<file path="src/bus_reset_suspend_cfg.svh">
// constants for the bus reset and suspend controller
// assumes inclusion by bare name from the package and the design module
`ifndef BUS_RESET_SUSPEND_CFG_SVH
`define BUS_RESET_SUSPEND_CFG_SVH

// width and reset value of the bus-facing configuration register
`define CFG_W 32
`define CFG_RST 32'h0000_0000

// width and reset value of the wake-event context register
`define CTX_W 8
`define CTX_RST 8'h00

// idle (deasserted) level of an active-low pin; the synchronisers reset to its inverse
`define PIN_IDLE_N 1'b1

`endif

</file>
<file path="src/bus_reset_suspend_pkg.sv">
// types shared by the bus reset and suspend controller
// assumes the constants header is on the include path
`include "bus_reset_suspend_cfg.svh"

package bus_reset_suspend_pkg;

    // reset and suspend pins, as seen at the device edge
    typedef struct packed {
        logic global_reset_in_n;
        logic bus_reset_in_n;
        logic suspend_in;
    } reset_pins_s;

    // user-side write and wake-event requests
    typedef struct packed {
        logic wr_en;
        logic [`CFG_W-1:0] wr_data;
        logic [`CTX_W-1:0] wake_set;
        logic [`CTX_W-1:0] wake_clr;
    } core_req_s;

    // operating state of the device logic
    typedef enum logic [1:0] {
        ST_RESET,
        ST_HOLD,
        ST_RUN
    } run_state_e;

endpackage : bus_reset_suspend_pkg

</file>
<file path="src/bus_reset_suspend_control.sv">
// reset and suspend handling for the bus side of the device
// assumes mclk_i is the bus clock and the pins arrive unsynchronised
//
// Functional notes
// - global reset floats all outputs and clears every internal register
// - with suspend, global reset floats outputs but preserves registers
// - bus signals sampled on rising edge of the bus clock
// - bus reset floats outputs, clears config but keeps wake context, device nonfunctional
// - after bus reset release device comes up in default state
// - suspend with bus reset keeps registers, outputs stay floating
`timescale 1ns/1ps
`default_nettype none
`include "bus_reset_suspend_cfg.svh"

module bus_reset_suspend_control
    import bus_reset_suspend_pkg::*;
(
    input wire logic mclk_i,
    input wire logic rst_n_i,
    input wire reset_pins_s pins_i,
    input wire core_req_s req_i,
    output logic [`CFG_W-1:0] bus_data_o,
    output logic bus_oe_n_o,
    output logic [`CTX_W-1:0] wake_ctx_o,
    output logic func_ready_o
);

    ////////////////////////////////////////////////////////////////////////
    // pin synchronisers

    logic [2:0] pin_raw;
    logic [2:0] sync1_q;
    logic [2:0] sync1_d;
    logic [2:0] sync2_q;
    logic [2:0] sync2_d;

    // pin bits in struct order: global, bus, suspend
    assign pin_raw = pins_i;

    // two stages per pin; stage one feeds stage two only
    generate
        for (genvar b = 0; b < 3; b++) begin : g_sync
            always_comb begin
                sync1_d[b] = pin_raw[b];
                sync2_d[b] = sync1_q[b];
            end
        end
    endgenerate

    // until the pins have crossed, both resets read as asserted, so no
    // run state leaks out while a pin may still be held low at power-on
    always_ff @(posedge mclk_i) begin
        if (!rst_n_i) begin
            sync1_q <= {~`PIN_IDLE_N, ~`PIN_IDLE_N, 1'b0};
            sync2_q <= {~`PIN_IDLE_N, ~`PIN_IDLE_N, 1'b0};
        end else begin
            sync1_q <= sync1_d;
            sync2_q <= sync2_d;
        end
    end

    ////////////////////////////////////////////////////////////////////////
    // decoded reset conditions

    logic glob_rst_act;
    logic bus_rst_act;
    logic susp_act;
    logic any_rst;
    logic clear_all;
    logic clear_cfg;

    // synchronised view of the pins
    always_comb begin
        glob_rst_act = ~sync2_q[2];
        bus_rst_act = ~sync2_q[1];
        susp_act = sync2_q[0];
        any_rst = glob_rst_act | bus_rst_act;
        clear_all = glob_rst_act & ~susp_act;
        clear_cfg = any_rst & ~susp_act;
    end

    ////////////////////////////////////////////////////////////////////////
    // operating state

    run_state_e st_q;
    run_state_e st_d;

    // reset wins, suspend only picks which reset flavour
    always_comb begin
        st_d = st_q;
        case (st_q)
            ST_RESET, ST_HOLD, ST_RUN: begin
                if (any_rst && susp_act) begin
                    st_d = ST_HOLD;
                end else if (any_rst) begin
                    st_d = ST_RESET;
                end else begin
                    st_d = ST_RUN;
                end
            end
            default: begin
                st_d = ST_RESET;
            end
        endcase
    end

    always_ff @(posedge mclk_i) begin
        if (!rst_n_i) begin
            st_q <= ST_RESET;
        end else begin
            st_q <= st_d;
        end
    end

    ////////////////////////////////////////////////////////////////////////
    // internal registers

    logic [`CFG_W-1:0] cfg_q;
    logic [`CFG_W-1:0] cfg_d;
    logic [`CTX_W-1:0] ctx_q;
    logic [`CTX_W-1:0] ctx_d;

    // without suspend, config clears on either reset; wake context only on global reset,
    // so a bus reset between sleep states keeps pending wake events
    always_comb begin
        cfg_d = cfg_q;
        ctx_d = ctx_q;
        if (clear_cfg) begin
            cfg_d = `CFG_RST;
        end else if (!any_rst && st_q == ST_RUN && req_i.wr_en) begin
            cfg_d = req_i.wr_data;
        end
        if (clear_all) begin
            ctx_d = `CTX_RST;
        end else if (!any_rst) begin
            // set beats a clear in the same cycle
            ctx_d = (ctx_q & ~req_i.wake_clr) | req_i.wake_set;
        end
    end

    always_ff @(posedge mclk_i) begin
        if (!rst_n_i) begin
            cfg_q <= `CFG_RST;
            ctx_q <= `CTX_RST;
        end else begin
            cfg_q <= cfg_d;
            ctx_q <= ctx_d;
        end
    end

    ////////////////////////////////////////////////////////////////////////
    // outputs

    // raw pins force the float without a clock edge; the synced view keeps
    // it floating until the release has crossed the synchroniser
    always_comb begin
        bus_oe_n_o = ~rst_n_i | ~pins_i.global_reset_in_n
                   | ~pins_i.bus_reset_in_n | any_rst | (st_q != ST_RUN);
    end

    // data comes straight from the registers
    assign bus_data_o = cfg_q;
    assign wake_ctx_o = ctx_q;
    assign func_ready_o = (st_q == ST_RUN);
endmodule : bus_reset_suspend_control
`default_nettype wire

</file>
<file path="config.mk">
export PLATFORM = sky130hd
export DESIGN_NAME = bus_reset_suspend_control
export DESIGN_NICKNAME = d
export VERILOG_FILES = /design/src/bus_reset_suspend_pkg.sv /design/src/bus_reset_suspend_control.sv
export VERILOG_INCLUDE_DIRS = /design/src /design/src/src
export SDC_FILE = /design/constraint.sdc
export NUM_CORES = 1
export LEC_CHECK = 0
export BUFFER_PORTS_ARGS = -buffer_cell sky130_fd_sc_hd__buf_4
export CAP_MARGIN = 40
export CELL_PAD_IN_SITES_DETAIL_PLACEMENT = 1
export CELL_PAD_IN_SITES_GLOBAL_PLACEMENT = 1
export CORE_MARGIN = 8
export CORE_UTILIZATION = 28
export CTS_CLUSTER_SIZE = 10
export DETAILED_ROUTE_END_ITERATION = 10
export GPL_TIMING_DRIVEN = 0
export PLACE_DENSITY = 0.81
export SKIP_LAST_GASP = 1
export SYNTH_ARGS = -nofsm -noshare
export SYNTH_HDL_FRONTEND = slang
export SYNTH_SLANG_ARGS = --single-unit
</file>
<file path="constraint.sdc">
create_clock -name mclk_i -period 1.15 [get_ports mclk_i]
set_input_delay 0.115 -clock mclk_i [delete_from_list [all_inputs] [get_ports mclk_i]]
set_output_delay 0.115 -clock mclk_i [all_outputs]
set_load 0.02 [all_outputs]
</file>
==> metrics.yaml <==
synth_adder_area_share_pct: 0
worstMarginPinSlew_ns: 0.771
rsz0062_at_grt: "true"
synth_compound_area_share_pct: 21.6
clk_transition_reported_paths_ns: 0.09
area_growth_pct: 70.8
cts-buffers-inserted: 5
synth-simple-area-share_pct: 18.6
drc_errors: 0
drt_iter0_markers: 61
clock_sinks: 48
synth.distinct_cells: 19
via_per_inst: 4.86
grt-ovfl-total: 0
cts_tree: "done"
layout_common_cells: "buf_4 (99), dfxtp_1 (44), nand3_1 (40)"
antenna_left: 0
dieArea_sq_mm: 0.00936
die_w_microns: 96.8
synth_seq_cells: 48
initial_core_util_pct: 28.9
grt_max_degree: 14
post_drt_wl_per_cell_microns: 16.8
setup_tns_ns: -6.31
ys.warnings.count: 0
yosysSeqAreaShare_pct: 52.6
cts_buffer_depth: 2
die_h_microns: 96.8
io_buffers: 93
synth.avg_cell_area_sq_um: 8.87
antennaDiodeCount: 0
timing.final.ws_setup_ns: -0.206
max_freq_ghz: 0.738
grt_pass1_vias: 2147
p_leak_nw: 1.24
cts_htree_levels: 2
path_class: "register to register"
dp_slack_ns: -0.201
violations: "setup timing"
clockRootBuffer: "clkbuf_8"
grt_pass1_wl_microns: 10800
gp_congestion: 0.666
fillers: 744
drive_gt1_share_pct: 53.4
fin_crit_ns: 1.36
critPathArrivalTime_ns: 1.54
slew_violations: 0
track_usage_pct: 13.6
clk_latency_ns: 0.29
synth_xor_area_share_pct: 0
synthMuxAreaShare_pct: 0
row_count: 29
hold_buffers: 0
synth_top_family_by_area: "compound AO/OA/AOI/OAI gates"
firstDrtPassIters: 4
syn-num-nets: 260
max_cap_violations: 0
dp_hpwl_microns: 4640
hold_viol_final: 0
finClkSkew_ns: 0.00789
coreArea_sq_mm: 0.00631
start_kind: "register"
finalNetCount: 375
critPathCaptureType: "register"
ir_drop_uv: 515
path_max_fanout: 7
hold_path_class: "input port to register"
antenna_found_initial: 0
mostFrequentLayoutCell: "buf_4"
setup_viol: 41
slew_headroom_pct: 48.6
pin_count: 96
required_ns: 1.33
fin_crit_sh_pct: 118
wl_microns: 6690
status: "finished with violations"
synth_area_sq_mm: 0.00183
power_density_mw_per_mm2: 951
netlist_instances: 206
vias: 1939
## logic make-up (layout without fill, tap and decap cells)
family,after synthesis,count (layout)
buffers and inverters,22,138
AND/OR/NAND/NOR,62,62
AO/OA/AOI/OAI,74,74
flip-flops,48,48
## power breakdown
part	total [mW]	switching [mW]	internal [mW]
clock network	1.03	0.537	0.492
logic	0.263	0.116	0.147
registers	1.68	0.00543	1.67
total	2.97	0.659	2.31
## synth_stat cells
library cell | count | area share [%]
a21oi_1 | 32 | 8.8
a22oi_1 | 8 | 3.3
and2_1 | 7 | 2.4
and3_1 | 1 | 0.34
and4b_1 | 2 | 1.1
buf_2 | 7 | 1.9
buf_4 | 1 | 0.41
buf_6 | 5 | 3.1
clkbuf_1 | 8 | 1.6
dfxtp_1 | 48 | 53
inv_1 | 1 | 0.21
nand2_1 | 1 | 0.21
nand3_1 | 41 | 11
nand4b_4 | 1 | 1.3
nor2_1 | 8 | 1.6
nor2b_1 | 1 | 0.34
o21ai_0 | 29 | 7.9
o21ai_1 | 4 | 1.1
o21ai_2 | 1 | 0.48
## flip-flops by register name, indices dropped and copies added (netlist names)
signal and cells:
bus_data_o 32, st_q 2, sync1_q 3, sync2_q 3, wake_ctx_o 8
## metal layers
metal / vias up / wire length, microns / GRT usage [%] / part of all wire (%)
met5: - / 0 / 0 / 0
met4: 0 / 35 / 2.49 / 0.52
met3: 4 / 382 / 4.55 / 5.7
met2: 52 / 3430 / 24.1 / 51
met1: 917 / 2840 / 15.5 / 42
li1: 966 / - / - / -
## through the flow
stage	instance area, sq um	utilization [%]	total power [mW]	hold slack (ns)	instances
after detailed placement	2620	41.5	1.95	0.331	376
after floorplan	1830	-	1.79	0.242	206
after CTS	2980	47.2	3.00	0.0176	399
final	3120	49.4	2.97	0.0234	399
after global routing	3120	49.4	3.10	0.0104	399
after global placement	2620	41.5	1.95	0.322	376
## path summary, 6_finish.rpt
| check | from | endpoint | slack [ns] | cells past startpoint |
|---|---|---|---|---|
| worst min register to register | sync1_q[1] | sync2_q[1] | 0.44 | 1 |
| worst max-delay path | st_q[0] | bus_data_o[18] | -0.21 | 5 |
| worst min-delay path | pins_i[0] | sync1_q[0] | 0.02 | 2 |
| worst max register to register | st_q[0] | bus_data_o[18] | -0.21 | 5 |
## what timing repair did
action	CTS	global route
gates cloned	7	0
pin swaps	2	20
setup endpoints to repair	41	43
resized for setup	49	65
buffers inserted	8	1
## layout make-up
| cell class | instances | area [sq um] | share of cell area [%] |
|---|---|---|---|
| Sequential cell | 48 | 968 | 31.0 |
| Buffer | 20 | 180 | 5.77 |
| Multi-Input combinational cell | 136 | 895 | 28.7 |
| Timing Repair Buffer | 109 | 887 | 28.4 |
| Tap cell | 77 | 96.3 | 3.09 |
| Inverter | 1 | 3.75 | 0.120 |
| Clock buffer | 8 | 90.1 | 2.89 |
## critical path: stages (launching register included)
cell      delay (ns)
dfxtp_2         0.33
buf_4           0.14
nand4b_4        0.33
buf_8           0.23
o21ai_2         0.12
a21oi_1         0.09
No activity file was read; power rests on OpenSTA's default activity.
